**src/fsp_pkg.sv**
```systemverilog
package fsp_pkg;
   localparam int ADDR_W = 8;
   localparam int DATA_W = 32;
   // register offsets
   localparam logic [ADDR_W-1:0] OFS_SET_PEND   = 8'h00;
   localparam logic [ADDR_W-1:0] OFS_ENABLE     = 8'h04;
   localparam logic [ADDR_W-1:0] OFS_FAULT_STAT = 8'h08;
   localparam logic [ADDR_W-1:0] OFS_HARD_STAT  = 8'h0C;
   localparam logic [ADDR_W-1:0] OFS_BUS_ADDR   = 8'h10;
   // fault status field positions
   localparam int BIT_UNSTACK_BF = 0;
   localparam int BIT_STACK_BF   = 1;
   localparam int BIT_ADDR_VALID = 7;
   localparam int BIT_UNDEF_OP   = 16;
   localparam int BIT_ILL_STATE  = 17;
   localparam int BIT_ILL_PC     = 18;
   // hard fault status field positions
   localparam int BIT_VECT_READ  = 1;
   localparam int BIT_FORCED     = 30;
   localparam int BIT_DEBUG_RSV  = 31;
   // values after reset
   localparam logic [DATA_W-1:0] RST_ZERO = 32'h0000_0000;

   typedef struct packed {
      logic              wr;
      logic              rd;
      logic [ADDR_W-1:0] addr;
      logic [DATA_W-1:0] wdata;
   } fsp_bus_req_t;

   typedef struct packed {
      logic              unstack_bus_fault;
      logic              stack_bus_fault;
      logic              bus_fault_precise;
      logic [DATA_W-1:0] bus_addr;
      logic              mem_fault;
      logic              undef_instr;
      logic              illegal_state;
      logic              illegal_pc_load;
      logic              forced_escalation;
      logic              vector_read_fault;
      logic              debug_event;
      logic [DATA_W-1:0] fault_pc;
      logic [DATA_W-1:0] preempt_pc;
   } fsp_fault_evt_t;

   typedef struct packed {
      logic              valid;
      logic              sp_adjust;
      logic              context_save;
      logic              hard_fault;
      logic [DATA_W-1:0] return_pc;
   } fsp_entry_ctl_t;
endpackage

```
**src/fsp_fault_status.sv**
```systemverilog
// Implementation choices: the register offsets and strobed register access.
`timescale 1ns/1ps
module fsp_fault_status #(
   parameter int NUM_IRQ = 32
) (
   // clock and reset
   input  wire logic                   CORE_CLK,
   input  wire logic                   RESETN,
   // register port
   input  wire fsp_pkg::fsp_bus_req_t  BUS_REQ,
   output logic [fsp_pkg::DATA_W-1:0]  BUS_RDATA,
   // interrupt sources and acknowledge
   input  wire logic [NUM_IRQ-1:0]     IRQ_REQ,
   input  wire logic                   IRQ_ACK,
   input  wire logic [4:0]             IRQ_ACK_NUM,
   output logic [NUM_IRQ-1:0]          IRQ_PENDING,
   output logic [NUM_IRQ-1:0]          IRQ_ACTIVE_REQ,
   // core fault reports and entry control
   input  wire fsp_pkg::fsp_fault_evt_t FAULT_EVT,
   output fsp_pkg::fsp_entry_ctl_t     ENTRY_CTL
);
   import fsp_pkg::*;

   typedef struct packed {
      logic [NUM_IRQ-1:0] pending;
      logic [NUM_IRQ-1:0] enable;
      logic               unstack_bf;
      logic               entry_stacking_fault;
      logic               bus_fault_addr_valid;
      logic [DATA_W-1:0]  bus_fault_address;
      logic               undecodable_op_fault;
      logic               illegal_state_fault;
      logic               illegal_pc_load_fault;
      logic               vector_read_fault;
      logic               forced;
      logic               debug_reserved_flag;
      logic [DATA_W-1:0]  rdata;
      fsp_entry_ctl_t     entry;
   } fsp_state_t;

   fsp_state_t st;
   fsp_state_t next_st;

   // sticky flag: set wins over write-one clear
   function automatic logic sticky(input logic cur, input logic set, input logic clr);
      sticky = set | (cur & ~clr);
   endfunction

   logic                wr_set_pend;
   logic                wr_enable;
   logic                wr_fault;
   logic                wr_hard;
   logic [DATA_W-1:0]   wd;
   logic [NUM_IRQ-1:0]  ack_mask;
   logic                ill_state_ev;
   logic                any_fault;
   logic                addr_capture;

   always_comb begin
      wd           = BUS_REQ.wdata;
      wr_set_pend  = BUS_REQ.wr && BUS_REQ.addr == OFS_SET_PEND;
      wr_enable    = BUS_REQ.wr && BUS_REQ.addr == OFS_ENABLE;
      wr_fault     = BUS_REQ.wr && BUS_REQ.addr == OFS_FAULT_STAT;
      wr_hard      = BUS_REQ.wr && BUS_REQ.addr == OFS_HARD_STAT;
      ack_mask     = '0;
      if (IRQ_ACK) begin
         ack_mask[IRQ_ACK_NUM] = 1'b1;
      end
      // undefined instruction takes precedence over state misuse
      ill_state_ev = FAULT_EVT.illegal_state & ~FAULT_EVT.undef_instr;
      // no capture on stacking faults, unstack faults, or while stacking flag set
      addr_capture = FAULT_EVT.bus_fault_precise & ~FAULT_EVT.stack_bus_fault
                     & ~FAULT_EVT.unstack_bus_fault & ~st.entry_stacking_fault;
      any_fault    = FAULT_EVT.unstack_bus_fault | FAULT_EVT.stack_bus_fault
                     | FAULT_EVT.bus_fault_precise | FAULT_EVT.mem_fault
                     | FAULT_EVT.undef_instr | FAULT_EVT.illegal_state
                     | FAULT_EVT.illegal_pc_load | FAULT_EVT.forced_escalation
                     | FAULT_EVT.vector_read_fault;

      next_st = st;

      // pending: ones set, zeros ignored, enable not consulted
      next_st.pending = IRQ_REQ | (st.pending & ~ack_mask);
      if (wr_set_pend) begin
         next_st.pending = next_st.pending | wd[NUM_IRQ-1:0];
      end
      if (wr_enable) begin
         next_st.enable = wd[NUM_IRQ-1:0];
      end

      // bus fault subregister
      next_st.unstack_bf = sticky(st.unstack_bf, FAULT_EVT.unstack_bus_fault,
                                  wr_fault & wd[BIT_UNSTACK_BF]);
      next_st.entry_stacking_fault = sticky(st.entry_stacking_fault,
                                            FAULT_EVT.stack_bus_fault,
                                            wr_fault & wd[BIT_STACK_BF]);
      next_st.bus_fault_addr_valid = sticky(st.bus_fault_addr_valid, addr_capture,
                                            (wr_fault & wd[BIT_ADDR_VALID])
                                            | FAULT_EVT.mem_fault);
      if (addr_capture) begin
         next_st.bus_fault_address = FAULT_EVT.bus_addr;
      end

      // usage fault subregister
      next_st.undecodable_op_fault = sticky(st.undecodable_op_fault, FAULT_EVT.undef_instr,
                                            wr_fault & wd[BIT_UNDEF_OP]);
      next_st.illegal_state_fault = sticky(st.illegal_state_fault, ill_state_ev,
                                           wr_fault & wd[BIT_ILL_STATE]);
      next_st.illegal_pc_load_fault = sticky(st.illegal_pc_load_fault,
                                             FAULT_EVT.illegal_pc_load,
                                             wr_fault & wd[BIT_ILL_PC]);

      // hard fault status: read normally, write one to clear
      next_st.vector_read_fault = sticky(st.vector_read_fault, FAULT_EVT.vector_read_fault,
                                         wr_hard & wd[BIT_VECT_READ]);
      next_st.forced = sticky(st.forced, FAULT_EVT.forced_escalation,
                              wr_hard & wd[BIT_FORCED]);
      // software keeps bit 31 zero on writes
      next_st.debug_reserved_flag = sticky(st.debug_reserved_flag, FAULT_EVT.debug_event,
                                           wr_hard & wd[BIT_DEBUG_RSV]);

      // entry control for the exception sequencer
      next_st.entry.valid        = any_fault;
      next_st.entry.sp_adjust    = any_fault & ~FAULT_EVT.unstack_bus_fault;
      next_st.entry.context_save = any_fault & ~FAULT_EVT.unstack_bus_fault;
      next_st.entry.hard_fault   = FAULT_EVT.vector_read_fault
                                   | FAULT_EVT.forced_escalation;
      if (FAULT_EVT.vector_read_fault) begin
         next_st.entry.return_pc = FAULT_EVT.preempt_pc;
      end else begin
         next_st.entry.return_pc = FAULT_EVT.fault_pc;
      end

      // read data, valid only in the cycle after the strobe
      next_st.rdata = RST_ZERO;
      if (BUS_REQ.rd) begin
         case (BUS_REQ.addr)
            OFS_SET_PEND: begin
               next_st.rdata = DATA_W'(st.pending);
            end
            OFS_ENABLE: begin
               next_st.rdata = DATA_W'(st.enable);
            end
            OFS_FAULT_STAT: begin
               next_st.rdata[BIT_UNSTACK_BF] = st.unstack_bf;
               next_st.rdata[BIT_STACK_BF]   = st.entry_stacking_fault;
               next_st.rdata[BIT_ADDR_VALID] = st.bus_fault_addr_valid;
               next_st.rdata[BIT_UNDEF_OP]   = st.undecodable_op_fault;
               next_st.rdata[BIT_ILL_STATE]  = st.illegal_state_fault;
               next_st.rdata[BIT_ILL_PC]     = st.illegal_pc_load_fault;
            end
            OFS_HARD_STAT: begin
               next_st.rdata[BIT_VECT_READ] = st.vector_read_fault;
               next_st.rdata[BIT_FORCED]    = st.forced;
               next_st.rdata[BIT_DEBUG_RSV] = st.debug_reserved_flag;
            end
            OFS_BUS_ADDR: begin
               next_st.rdata = st.bus_fault_address;
            end
            default: begin
               next_st.rdata = RST_ZERO;
            end
         endcase
      end
   end

   always_ff @(posedge CORE_CLK) begin
      if (!RESETN) begin
         st <= '0;
      end else begin
         st <= next_st;
      end
   end

   assign BUS_RDATA      = st.rdata;
   assign IRQ_PENDING    = st.pending;
   assign IRQ_ACTIVE_REQ = st.pending & st.enable;
   assign ENTRY_CTL      = st.entry;

   // checks
   property p_set_pend;
      @(posedge CORE_CLK) disable iff (!RESETN)
      (BUS_REQ.wr && BUS_REQ.addr == OFS_SET_PEND && BUS_REQ.wdata[0])
      |=> IRQ_PENDING[0];
   endproperty
   a_set_pend: assert property (p_set_pend) else $error("set pending lost");

   property p_zero_no_effect;
      @(posedge CORE_CLK) disable iff (!RESETN)
      (BUS_REQ.wr && BUS_REQ.addr == OFS_SET_PEND && !BUS_REQ.wdata[1]
       && !IRQ_REQ[1] && !IRQ_PENDING[1]) |=> !IRQ_PENDING[1];
   endproperty
   a_zero_no_effect: assert property (p_zero_no_effect) else $error("zero set pending");

   property p_pend_read;
      @(posedge CORE_CLK) disable iff (!RESETN)
      (BUS_REQ.rd && BUS_REQ.addr == OFS_SET_PEND)
      |=> BUS_RDATA == DATA_W'($past(IRQ_PENDING));
   endproperty
   a_pend_read: assert property (p_pend_read) else $error("pending readback wrong");

   property p_pend_hold;
      @(posedge CORE_CLK) disable iff (!RESETN)
      (IRQ_PENDING[2] && !(IRQ_ACK && IRQ_ACK_NUM == 5'h02)) |=> IRQ_PENDING[2];
   endproperty
   a_pend_hold: assert property (p_pend_hold) else $error("pending dropped");

   property p_disabled_pend;
      @(posedge CORE_CLK) disable iff (!RESETN)
      (BUS_REQ.wr && BUS_REQ.addr == OFS_SET_PEND && BUS_REQ.wdata[3]
       && !st.enable[3])
      |=> IRQ_PENDING[3];
   endproperty
   a_disabled_pend: assert property (p_disabled_pend) else $error("disabled not pended");

   property p_unstack_entry;
      @(posedge CORE_CLK) disable iff (!RESETN)
      FAULT_EVT.unstack_bus_fault
      |=> ENTRY_CTL.valid && !ENTRY_CTL.sp_adjust && !ENTRY_CTL.context_save;
   endproperty
   a_unstack_entry: assert property (p_unstack_entry) else $error("unstack entry wrong");

   property p_stack_flag;
      @(posedge CORE_CLK) disable iff (!RESETN)
      (FAULT_EVT.stack_bus_fault && !FAULT_EVT.unstack_bus_fault)
      |=> st.entry_stacking_fault && ENTRY_CTL.sp_adjust;
   endproperty
   a_stack_flag: assert property (p_stack_flag) else $error("stacking fault missed");

   property p_addr_frozen;
      @(posedge CORE_CLK) disable iff (!RESETN)
      st.entry_stacking_fault |=> $stable(st.bus_fault_address);
   endproperty
   a_addr_frozen: assert property (p_addr_frozen) else $error("address updated");

   property p_addr_valid;
      @(posedge CORE_CLK) disable iff (!RESETN)
      addr_capture |=> st.bus_fault_addr_valid
                       && st.bus_fault_address == $past(FAULT_EVT.bus_addr);
   endproperty
   a_addr_valid: assert property (p_addr_valid) else $error("address valid missed");

   property p_mem_clears;
      @(posedge CORE_CLK) disable iff (!RESETN)
      (FAULT_EVT.mem_fault && !addr_capture) |=> !st.bus_fault_addr_valid;
   endproperty
   a_mem_clears: assert property (p_mem_clears) else $error("valid not cleared");

   property p_state_suppr;
      @(posedge CORE_CLK) disable iff (!RESETN)
      (FAULT_EVT.undef_instr && !st.illegal_state_fault)
      |=> st.undecodable_op_fault && !st.illegal_state_fault;
   endproperty
   a_state_suppr: assert property (p_state_suppr) else $error("state flag raised");

   property p_vect_pc;
      @(posedge CORE_CLK) disable iff (!RESETN)
      FAULT_EVT.vector_read_fault |=> ENTRY_CTL.hard_fault && st.vector_read_fault
                                      && ENTRY_CTL.return_pc == $past(FAULT_EVT.preempt_pc);
   endproperty
   a_vect_pc: assert property (p_vect_pc) else $error("vector fault entry wrong");

   property p_w1c;
      @(posedge CORE_CLK) disable iff (!RESETN)
      (BUS_REQ.wr && BUS_REQ.addr == OFS_HARD_STAT && BUS_REQ.wdata[BIT_FORCED]
       && !FAULT_EVT.forced_escalation) |=> !st.forced;
   endproperty
   a_w1c: assert property (p_w1c) else $error("forced not cleared");

   property p_sticky;
      @(posedge CORE_CLK) disable iff (!RESETN)
      (st.forced && !(BUS_REQ.wr && BUS_REQ.addr == OFS_HARD_STAT)) |=> st.forced;
   endproperty
   a_sticky: assert property (p_sticky) else $error("forced flag dropped");

   c_swpend: cover property (@(posedge CORE_CLK) disable iff (!RESETN)
      wr_set_pend ##1 IRQ_ACK);
   c_stack: cover property (@(posedge CORE_CLK) disable iff (!RESETN)
      FAULT_EVT.stack_bus_fault ##1 FAULT_EVT.bus_fault_precise);
   c_clr: cover property (@(posedge CORE_CLK) disable iff (!RESETN)
      st.vector_read_fault ##1 wr_hard);
endmodule // fsp_fault_status

```
**config.mk**
```make
export PLATFORM = sky130hd
export DESIGN_NAME = fsp_fault_status
export DESIGN_NICKNAME = d
export VERILOG_FILES = /design/src/fsp_pkg.sv /design/src/fsp_fault_status.sv
export SDC_FILE = /design/constraint.sdc
export NUM_CORES = 1
export LEC_CHECK = 0
export ABC_AREA = 1
export BUFFER_PORTS_ARGS = -buffer_cell sky130_fd_sc_hd__buf_2
export CORE_UTILIZATION = 48
export DETAILED_ROUTE_END_ITERATION = 8
export PLACE_DENSITY = 0.83
export SLEW_MARGIN = 15
export SYNTH_ARGS = -nofsm -noshare
export SYNTH_HDL_FRONTEND = slang
export SYNTH_SLANG_ARGS = --single-unit
```
**constraint.sdc**
```tcl
create_clock -name CORE_CLK -period 1.9 [get_ports CORE_CLK]
set_clock_uncertainty 0.2 [all_clocks]
set_input_delay 0.38 -clock CORE_CLK [delete_from_list [all_inputs] [get_ports CORE_CLK]]
set_output_delay 0.38 -clock CORE_CLK [all_outputs]
set_load 0.005 [all_outputs]
```
; Yosys cells after proc, flatten, opt, wreduce, memory -nomap -nowiden
; Index checks and enable logic that the tools add are counted.
[totals]
ff_bits = 172
elab_cells = 103
out_inout_bits = 132
[classes]
bitwise_logic = 60
n_reduce_logical = 7
order_cmp = 2
eq_ne = 4
mux = 13
[ops]
columns = cell, n
row1 = 2-to-1 mux 32 bit, 3
row2 = bitwise AND 32 bit, 2
row3 = OR 32 bit, 2
row4 = case mux 11 bit (3 select lines), 1
row5 = NOT 32 bit, 1
row6 = case mux 8 bit (3 select lines), 1
row7 = bitwise AND 1 bit, 23
row8 = OR 1 bit, 19
row9 = "== test 8 x 4 -> 1 bit, second input constant", 2
row10 = case mux 5 bit (3 select lines), 1
row11 = NOT 1 bit, 13
row12 = case mux 3 bit (4 select lines), 1
row13 = "== test 8 x 3 -> 1 bit, second input constant", 1
row14 = "== test 8 x 5 -> 1 bit, second input constant", 1
row15 = logical NOT 8 bit, 1
row16 = case mux 1 bit (4 select lines), 2
row17 = case mux 2 bit (4 select lines), 1
row18 = "< comparator 5 x 6 -> 1 bit, second input constant", 1
row19 = demux 1 bit (select 5 bit), 1
row20 = ">= comparator 5 x 1 -> 1 bit, second input constant", 1
row21 = logical AND 1 bit, 5
row22 = case mux 1 bit (5 select lines), 1
row23 = AND reduction 2 bit, 1
row24 = 2-to-1 mux 1 bit, 1

; Longest topological paths before layout
; Gate-level depths: netlist of the first run.
[depth]
depth_word = 10
ltp_mapped = 10
depth_no_buf = 10

; Worst setup path before layout of the first run
; OpenSTA, ideal clock, no wires.
[synth_path]
kind = input port to flip-flop
startpoint = input port BUS_REQ[37] in the netlist's numbering
endpoint = register st[111] in the netlist's numbering
setup_slack_ns = 0.377
cell_stages = 7
required_time_ns = 1.584
arrival_ns = 1.207
setup_time_ns = 0.116
path_buffers = 1
path_cell_list = nor2_1 nand2_2 nor2_4 nand2_2 clkbuf_1 o21ai_0 nor2_1
[synth_between]
elab_chain_len = 2
[synth_rtl]
columns = item, line_no
row1 = start: declaration, fsp_fault_status.sv:10  ; input wire fsp_pkg::fsp_bus_req_t BUS_REQ,
row2 = == test 8 x 3 -> 1 bit, fsp_fault_status.sv:62  ; wr_enable = BUS_REQ.wr && BUS_REQ.addr == OFS_ENABLE;
row3 = logical AND 1 bit, fsp_fault_status.sv:62
row4 = end signal: assignment, fsp_fault_status.sv:171  ; st <= next_st;
row5 = end: declaration, fsp_fault_status.sv:41  ; fsp_state_t st;
; Every way passes these cells.
; A chain may end at the register's enable or synchronous reset.

; Final worst setup path of the first run
[layout_path]
startpoint = input port BUS_REQ[37] in the netlist's numbering
endpoint = register st (netlist bit IRQ_PENDING[24])
[layout_between]
elab_chain_len = 3
[layout_rtl]
columns = item, line_no
row1 = logical NOT 8 bit, fsp_fault_status.sv:61  ; wr_set_pend = BUS_REQ.wr && BUS_REQ.addr == OFS_SET_PEND;
row2 = logical AND 1 bit, fsp_fault_status.sv:61
row3 = 2-to-1 mux 32 bit, fsp_fault_status.sv:84  ; if (wr_set_pend) begin
; Every way passes these cells.

==> impl_results.md, run 1 <==
- Pin count of the biggest net entering global routing: 56
- Total power: 8.14 mW
- FMAX: 555 MHz
- Reg area: 0.00344 sq mm
- CP cell instances: buf_2, nor2_1, nand2_2, inv_1, nand2_2, nor2_4, buf_12, nand2_1, a21oi_1, dlygate4sd3_1
- Initial antenna violation count: 1
- # DRC: 0
- Setup violations, final: 0
- Fin. max-slew vios: 0
- Port buffer count: 319
- HP Class: in -> reg
- DRT Pass-1 Iters: 6
- Vias in the first global route: 8021
- Vias: 8278
- Wire per inst: 15.8 microns
- Fin crit share: 94.8%
- Die X: 129 microns
- Worst hold slack: 0.0114 ns
- Worst skew pair latency: 0.43 ns
- Critical path's largest stage delay: 0.54 ns
- Status: finished clean
- Cell area after layout: 0.0103 sq mm
- Post-DP HPWL: 17200 microns
- GRT Overall Usage: 30.8%
- DRT iter0 DRCs: 787
- CP startpoint kind: input port
- Final antenna-violating net count: 0
- Yosys Warn Count: 0
- FILL cells: 1309
- Syn avg cell area: 7.01 sq um
- DR vias/cell: 5.08
- PD cells: 791 mW/mm^2
- Routability cong.: 0.900
- DIE HEIGHT: 129 microns
- Arrival @ worst endpoint: 1.98 ns
- I/O pin cnt: 320
- Gr ovfl total: 0
- Area post-placement: 0.00899 sq mm
- Syn nets: 1292
- Multi-input logic area: 0.00299 sq mm
- Critical path's most frequent cell: nand2_2
- First-pass GRT wire length: 39200 microns
- Top cells by area, synth: dfxtp_1, nand2_1, nor2_1, buf_4, o21ai_0
- Core area: 0.0158 sq mm
- Root Driver: clkbuf_16
- Share of cells above drive strength 1: 28.6%
- Delay-heaviest family, CP: buffers and inverters
- Sum Neg Setup Slack: 0 ns
- Htree depth: 4
- Worst-margin pin slew: 0.551 ns
- Worst-path cell with the longest stage delay: dlygate4sd3_1
- # clock sinks: 172
- Cell taking the most area after synthesis: dfxtp_1
- # diodes: 0
- Slew headroom: 63.0%
- Worst path bufs/invs: 4
- Worst Setup End Kind: register
- Post-synthesis register bit count: 172
- Worst Path Class, Setup: in -> reg
- Max IR drop VDD: 0.646 mV
- PostCTS Resize Cnt: 0
- CTS Buffer Depth: 2
- Synth Instances: 1104
- CTS buffer count: 17
- Clk pin slew, worst setup/hold paths: 0.07 ns
- Nets: 1590
- Static Leak: 5.26 nW
- CP required: 2.08 ns
- Core Rows: 46
- Share of the synthesized area in the top cell type: 44.5%
- Synth cell types: 22
- Netlist Area Pre-Place: 0.00773 sq mm
- Synthesis-to-finish area growth: 33.1%
- Seq/Total Area, Yosys: 44.5%
- Hold Vio Cnt, Final: 0
- Starting Density: 48.9%
- Largest fanout on the critical path: 16
- Drt total wl: 25800 microns
- Min Tclk post-route: 1.80 ns
- Die area: 0.0166 sq mm
- TritonCTS clock tree: done
- Max cap viols: 0
==> metal layers <==
layer  part of all wire (%)  GRT usage, %  wire length, microns
met4                    4.1          16.8                  1060
met2                     49          53.1                 12700
met1                     37          35.6                  9620
met3                    9.2          6.49                  2370
met5                  0.050             0                    13
==> logic make-up (layout without fill, tap and decap cells) <==
kind of cell    Yosys count  in the layout  share of synthesized area, %
flops                   172            172                          44.5
compound gates          177            177                          11.5
simple gates            526            526                          27.1
buf+inv                 229            540                          16.9
==> worst paths after layout <==
kind / from / to / slack, ns / cells after the start
setup / recovery: BUS_REQ[37] / IRQ_PENDING[24] / 0.1 / 10
setup reg to reg: st[107] / st[102] / 0.49 / 6
hold / removal: FAULT_EVT[36] / ENTRY_CTL[4] / 0.01 / 3
hold reg to reg: st[70] / st[70] / 0.27 / 2
==> through the flow <==
stage,util [%],setup slack (ns),cells
CTS,64.8,0.0822,1628
global placement,56.8,0.122,1528
finish,65.0,0.0984,1631
detailed placement,56.8,0.0660,1528
global route,65.0,-0.00491,1631
floorplan,-,0.377,1104
==> synthesized netlist by cell type (all sizes together) <==
master / instances
nor2: 225
a21oi: 78
inv: 80
nand4: 5
dfxtp: 172
nand2: 253
and2: 5
nor3: 11
buf: 123
o21ai: 99
clkbuf: 25
nor4: 1
nand3: 26
clkinv: 1
==> worst min-delay path, delay by kind of cell <==
family                 cells  cell delay [ns]
AO/OA/AOI/OAI              1             0.06
buffers and inverters      1             0.07
AND/OR/NAND/NOR            1             0.09
==> cell type report <==
class                      count  share of cell area, %
clock buffer                  21                   4.57
multi-input combinational    703                   29.0
inverter                      81                   2.95
sequential                   172                   33.5
clock inverter                11                   1.07
timing repair buffer         427                   26.3
tap                          216                   2.63
==> report_power, final <==
part / switching, mW / internal, mW / total (mW)
Combinational: 0.452 / 0.441 / 0.893
Sequential: 0.0891 / 3.75 / 3.84
Clock: 1.48 / 1.93 / 3.41
Total: 2.02 / 6.12 / 8.14
==> state kept, by name (all words and copies together), names as in the netlist <==
name	cells
ENTRY_CTL	35
BUS_RDATA	32
IRQ_PENDING	32
st	73
==> timing repair <==
| item | in CTS | in global routing |
|---|---|---|
| hold buffers | 68 | 0 |
| hold endpoints to repair | 45 | 0 |
| buffers inserted | 0 | 2 |
| endpoints found under the setup margin | 0 | 1 |
==> cell usage in the layout (no fill, tap or decap), drive strengths merged, types with 3 or more instances in the layout <==
cell	count
buf	358
nand2	253
a21oi	78
inv	83
nand3	26
dlygate4sd3	68
and2	5
nor2	225
clkinv	5
nor3	11
clkinvlp	3
dfxtp	172
nand4	5
o21ai	99
clkbuf	22
(Power assumes the default switching activity.)
==> inputs of run 2 (changes only) <==
- ABC_AREA: 1 -> unset
- CORE_UTILIZATION: 48 -> 50
- PLACE_DENSITY: 0.83 -> 0.84
==> run 2 against run 1 <==
  * Register-to-register slack worse by 0.35 ns
  * Wire length grew 6.5%
  * First-iteration DRC count decreased by 20%
  * Power is 6.5% higher
  * Hold slack worse by 0.0061 ns
  * Sequential power hardly changed
  * Worst setup slack improved by 0.044 ns
  * Final cell count down 11%
  * Count of clock-buffer cells in the layout rose by 2
  * Final area rose by 6.2%
  * Clock power up 9.1%
  * Synthesized cell count is 14% lower
  * Critical path type is now reg -> reg
  * Largest power group unchanged
==> impl_results.md, run 2 <==
- Status: finished clean
- Routability cong.: 0.829
- Most common cell in the netlist: nand2_1
- Die X: 132 microns
- Biggest register: st
- Die area: 0.0174 sq mm
- Root Driver: clkbuf_16
- Gr ovfl total: 0
- Worst Setup End Kind: register
- PD cells: 793 mW/mm^2
- # clock sinks: 172
- Htree depth: 4
- Clk pin slew, worst setup/hold paths: 0.07 ns
- Fin. max-slew vios: 0
- Max IR drop VDD: 0.607 mV
- CP cell instances: or4b_2, buf_12, nand2_1, a21boi_0
- Area post-placement: 0.00977 sq mm
- Drt total wl: 27400 microns
- I/O pin cnt: 320
- Delay-heaviest family, CP: simple AND/OR/NAND/NOR gates
- First-pass GRT wire length: 42500 microns
- Post-synthesis register bit count: 172
- # DRC: 0
- Synth async-reset ratio: 0%
- Seq/Total Area, Yosys: 40.7%
- Worst-margin pin slew: 0.531 ns
- Pin count of the biggest net entering global routing: 80
- Setup violations, final: 0
- Sum Neg Setup Slack: 0 ns
- CTS buffer count: 17
- Most frequent cells in the layout: buf_2, nand2_1, dfxtp_1, mux2i_1
- Min Tclk post-route: 1.76 ns
- HP Class: in -> reg
- Reg area: 0.00344 sq mm
- Vias in the first global route: 8025
- CP required: 2.00 ns
- Primary FF master, synth: dfxtp_1
- Uppermost layer routed: met5
- GRT Overall Usage: 31.4%
- Post-DP HPWL: 19100 microns
- FILL cells: 1313
- Dpl ws: -0.209 ns
- Starting Density: 51.1%
- Worst-path cell with the longest stage delay: or4b_2
- Critical path's largest stage delay: 0.70 ns
- Syn nets: 1140
- PostCTS Resize Cnt: 0
- Syn avg cell area: 8.88 sq um
- Setup ws final: 0.143 ns
- Core Rows: 47
- Netlist Area Pre-Place: 0.00845 sq mm
- Worst Path Class, Setup: reg -> reg
- Max cap viols: 0
- Final antenna-violating net count: 0
- Yosys Warn Count: 0
- Nets: 1406
- Max reg flops: 73
- Wire per inst: 18.9 microns
- RSZ-0062 raised after global routing: false
- Core area: 0.0165 sq mm
- Cell area after layout: 0.0109 sq mm
- CTS Buffer Depth: 2
- Slew headroom: 64.6%
- Commonest non-fill, non-tap cell in the layout: buf_2
- Top cells by area, synth: dfxtp_1, buf_4, nand2_1, mux2i_1, o211ai_1
- Port buffer count: 319
- Worst skew pair latency: 0.43 ns
- CP startpoint kind: register
- Arrival @ worst endpoint: 1.86 ns
- Largest fanout on the critical path: 32
- DR vias/cell: 5.49
- Hold Vio Cnt, Final: 0
- Synth Instances: 952
- Total power: 8.67 mW
- DRT Pass-1 Iters: 5
- Vias: 7978
- Worst path bufs/invs: 1
- DIE HEIGHT: 132 microns
- Post-CTS setup buffer count: 0
- DRT iter0 DRCs: 627
- Synthesis-to-finish area growth: 29.4%
- Share of the synthesized area in the top cell type: 40.7%
- Synth cell types: 39
- Met3 wire length: 2110 microns
- TritonCTS clock tree: done
- Top post-synthesis cells by count: nand2_1, dfxtp_1, buf_4, mux2i_1, clkbuf_1
- Post-synth EDFFs: 0
- Met2 Wirelength: 13400 microns
- Post-route met1 wirelength: 11100 microns
- FMAX: 569 MHz
- Static Leak: 5.08 nW
- Multi-input logic area: 0.00401 sq mm
- Hold-fix buffers at CTS: 53
- Share of cells above drive strength 1: 37.0%
- Fin crit share: 92.5%
- Cell taking the most area after synthesis: dfxtp_1
- Initial antenna violation count: 4
run 2: path summary, 6_finish.rpt:
kind | start | endpoint | slack, ns | cells past startpoint
worst min register to register | st[99] | st[99] | 0.26 | 2
worst min-delay path | FAULT_EVT[94] | st[97] | 0.005 | 3
worst max register to register | st[107] | st[83] | 0.14 | 4
worst max-delay path | st[107] | st[83] | 0.14 | 4
run 2: stage by stage:
stage / hold WS, ns / utilization, % / std cells
2_1_floorplan: 0.240 / - / 952
3_3_place_gp: 0.245 / 59.1 / 1366
3_5_place_dp: 0.255 / 59.1 / 1366
4_1_cts: 0.000197 / 66.1 / 1451
5_1_grt: 0.000734 / 66.1 / 1452
6_report: 0.00538 / 66.2 / 1454
run 2: kinds of logic after synthesis:
family,Yosys count,share of synthesized area (%)
compound gates,153,13.4
flops,172,40.7
buf+inv,172,12.3
simple gates,357,21.3
mux,98,12.2
run 2: area by class of cell:
cell class / instances / area share, %
Inverter: 4 / 0.137
Multi-Input combinational cell: 608 / 36.7
Clock inverter: 9 / 1.46
Antenna cell: 3 / 0.0687
Tap cell: 220 / 2.52
Clock buffer: 23 / 4.28
Timing Repair Buffer: 415 / 23.4
Sequential cell: 172 / 31.5
run 2: power by group:
| group | switching [mW] | leakage, nW | internal, mW | total, mW |
|---|---|---|---|---|
| Sequential | 0.0979 | 1.41 | 3.75 | 3.85 |
| Clock | 1.44 | 0.294 | 2.28 | 3.72 |
| Combinational | 0.536 | 3.37 | 0.562 | 1.10 |
run 2: metal layers:
metal | vias to the layer above | track usage [%]
li1 | 3718 | -
met4 | 2 | 13.8
met3 | 66 | 8.61
met1 | 3796 | 37.7
met2 | 396 | 52.5
met5 | - | 0
run 2: worst min-delay path, cell delays in order:
cell and delay, ns:
buf_2 0.09, nand2_1 0.05, a21boi_0 0.07
==> inputs of run 3 (changes only) <==
- CORE_ASPECT_RATIO: unset -> 1.75
==> run 3 against run 2 <==
  * Sequential power about the same
  * Final cell count increased by 0.28%
  * Final area decreased by 1.1%
  * Flip-flop and latch count is the same
  * Count of clock-buffer cells in the layout shrank 3
  * Maximum frequency shrank 4.7%
  * Combinational power barely moved
  * Power shrank 5.1%
  * Largest cell class unchanged
  * First-iteration DRC count is 26% lower
  * Non-clock buffer count shrank 5
  * Highest routed layer is now met4
  * Hold slack improved by 0.0028 ns
==> impl_results.md, run 3 (synthesis gave the netlist of run 2 again) <==
- Status: finished clean
- CP startpoint kind: register
- CTS Buffer Depth: 2
- PD cells: 762 mW/mm^2
- Nets: 1401
- Max IR drop VDD: 0.587 mV
- Fin. max-slew vios: 0
- # clock sinks: 172
- TritonCTS clock tree: done
- Port buffer count: 319
- GRT Overall Usage: 32.3%
- Post-Layout Cell Count: 1458
- HP Class: in -> reg
- Stages on worst setup path: 4
- Placed Cells: 1377
- # DRC: 0
- Most frequent cells in the layout: buf_2, nand2_1, dfxtp_1, mux2i_1, o211ai_1
- Die area: 0.0174 sq mm
- Wire per inst: 19.6 microns
- Internal power: 6.05 mW
- CP cell instances: or4b_2, buf_4, nand2_1, a21boi_0
- Final antenna-violating net count: 0
- Htree depth: 4
- FMAX: 542 MHz
- DRT iter0 DRCs: 465
- First-pass GRT wire length: 42600 microns
- Worst-path cell with the longest stage delay: or4b_2
- Worst-margin pin slew: 0.441 ns
- Total power: 8.23 mW
- Worst Setup End Kind: register
- Setup violations, final: 0
- Root Driver: clkbuf_16
- Post-DP HPWL: 20100 microns
- Sum Neg Setup Slack: 0 ns
- CTS buffer count: 17
- DIE HEIGHT: 174 microns
- Switching Fraction: 26.5%
- Pin count of the biggest net entering global routing: 83
- Hold path depth: 3
- Combinational power share: 13.1%
- RSZ-0062 raised after global routing: false
- Starting Density: 51.4%
- DRT Pass-1 Iters: 6
- Clock power share: 40.1%
- Worst path bufs/invs: 1
- Multi-input logic area: 0.00401 sq mm
- DR vias/cell: 5.54
- R2R depth: 4
- Arrival @ worst endpoint: 1.94 ns
- Hold Vio Cnt, Final: 0
- Critical path's largest stage delay: 0.72 ns
- Core Rows: 62
- Max cap viols: 0
- Reg power frac: 46.8%
- Core area: 0.0164 sq mm
- Fin crit share: 97.1%
- Initial antenna violation count: 7
- Gr ovfl total: 0
- I/O pin cnt: 320
- CP required: 2.00 ns
- Sw power: 2.18 mW
- Synthesis-to-finish area growth: 27.9%
- Vias: 8071
- Delay-heaviest family, CP: simple AND/OR/NAND/NOR gates
- Routability cong.: 0.848
- Commonest non-fill, non-tap cell in the layout: buf_2
- Max reg flops: 73
- Slew headroom: 70.6%
- Clk pin slew, worst setup/hold paths: 0.07 ns
- Share of cells above drive strength 1: 37.9%
- Reg area: 0.00344 sq mm
- Largest fanout on the critical path: 15
- Min Tclk post-route: 1.84 ns
- Biggest register: st
- Worst Path Class, Setup: reg -> reg
- Vias in the first global route: 8009
- Static Leak: 5.03 nW
- Die X: 100 microns
- Worst hold slack: 0.00817 ns
- Worst skew pair latency: 0.42 ns
- Flop2flop setup slack: 0.06 ns
- Drt total wl: 28500 microns
- FILL cells: 1346
-- run 3: changes by cell type in the layout (fill, tap and decap cells not counted), sizes merged, moves of 4 or more --
cell         previous run  this run
buf                   362       369
bufinv                  4         0
diode                   3         8
dlygate4sd3            53        41
inv                     5         9
-- run 3: what timing repair did --
| item | in CTS | in global routing |
|---|---|---|
| buffers inserted | 0 | 0 |
| gates resized for setup | 0 | 0 |
| hold buffers | 41 | 0 |
| setup endpoints to repair | 0 | 0 |
| hold endpoints to repair | 41 | 0 |
-- run 3: per-layer routing --
layer / vias to the layer above / part of all wire [%] / track usage (%) / wire (microns)
li1: 3723 / - / - / -
met1: 3797 / 36 / 34.0 / 10200
met3: 102 / 6.8 / 5.83 / 1940
met2: 449 / 52 / 58.0 / 15000
met4: 0 / 5.1 / 19.7 / 1460
met5: - / 0 / 0 / 0
-- run 3: cell type report --
| class | instances | area share, % |
|---|---|---|
| repair buffers | 410 | 23.0 |
| flip-flops and latches | 172 | 31.9 |
| well taps | 224 | 2.59 |
| inverters | 4 | 0.139 |
| clock buffers | 20 | 4.13 |
| clock inverters | 12 | 0.984 |
| diodes | 8 | 0.185 |
| multi-input cells | 608 | 37.1 |
-- run 3: path summary, 6_finish.rpt --
| path | start | endpoint |
|---|---|---|
| worst max-delay path | st[107] | st[84] |
| worst min-delay path | FAULT_EVT[101] | st[104] |
| worst max register to register | st[107] | st[84] |
| worst min register to register | st[88] | st[88] |
-- run 3: through the flow --
stage	worst slack, ns	util [%]	area (sq um)
2_1_floorplan	-0.0264	-	8450
3_3_place_gp	-0.216	59.7	9820
3_5_place_dp	-0.258	59.7	9820
4_1_cts	0.0968	65.6	10800
5_1_grt	0.0209	65.7	10800
6_report	0.0553	65.7	10800
-- run 3: tightest hold or removal path, stage by stage --
cell and delay [ns]:
buf_2 0.10, nand2_1 0.04, a21boi_0 0.06
-- run 3: power by group through the flow --
stage                     clock network, mW  registers (mW)  logic (mW)
after floorplan                           0            3.89       0.627
after global placement                    0            3.92       0.969
after detailed placement                  0            3.93       0.991
after CTS                              3.32            3.85        1.06
after global routing                   3.49            3.86        1.16
final                                  3.30            3.85        1.08
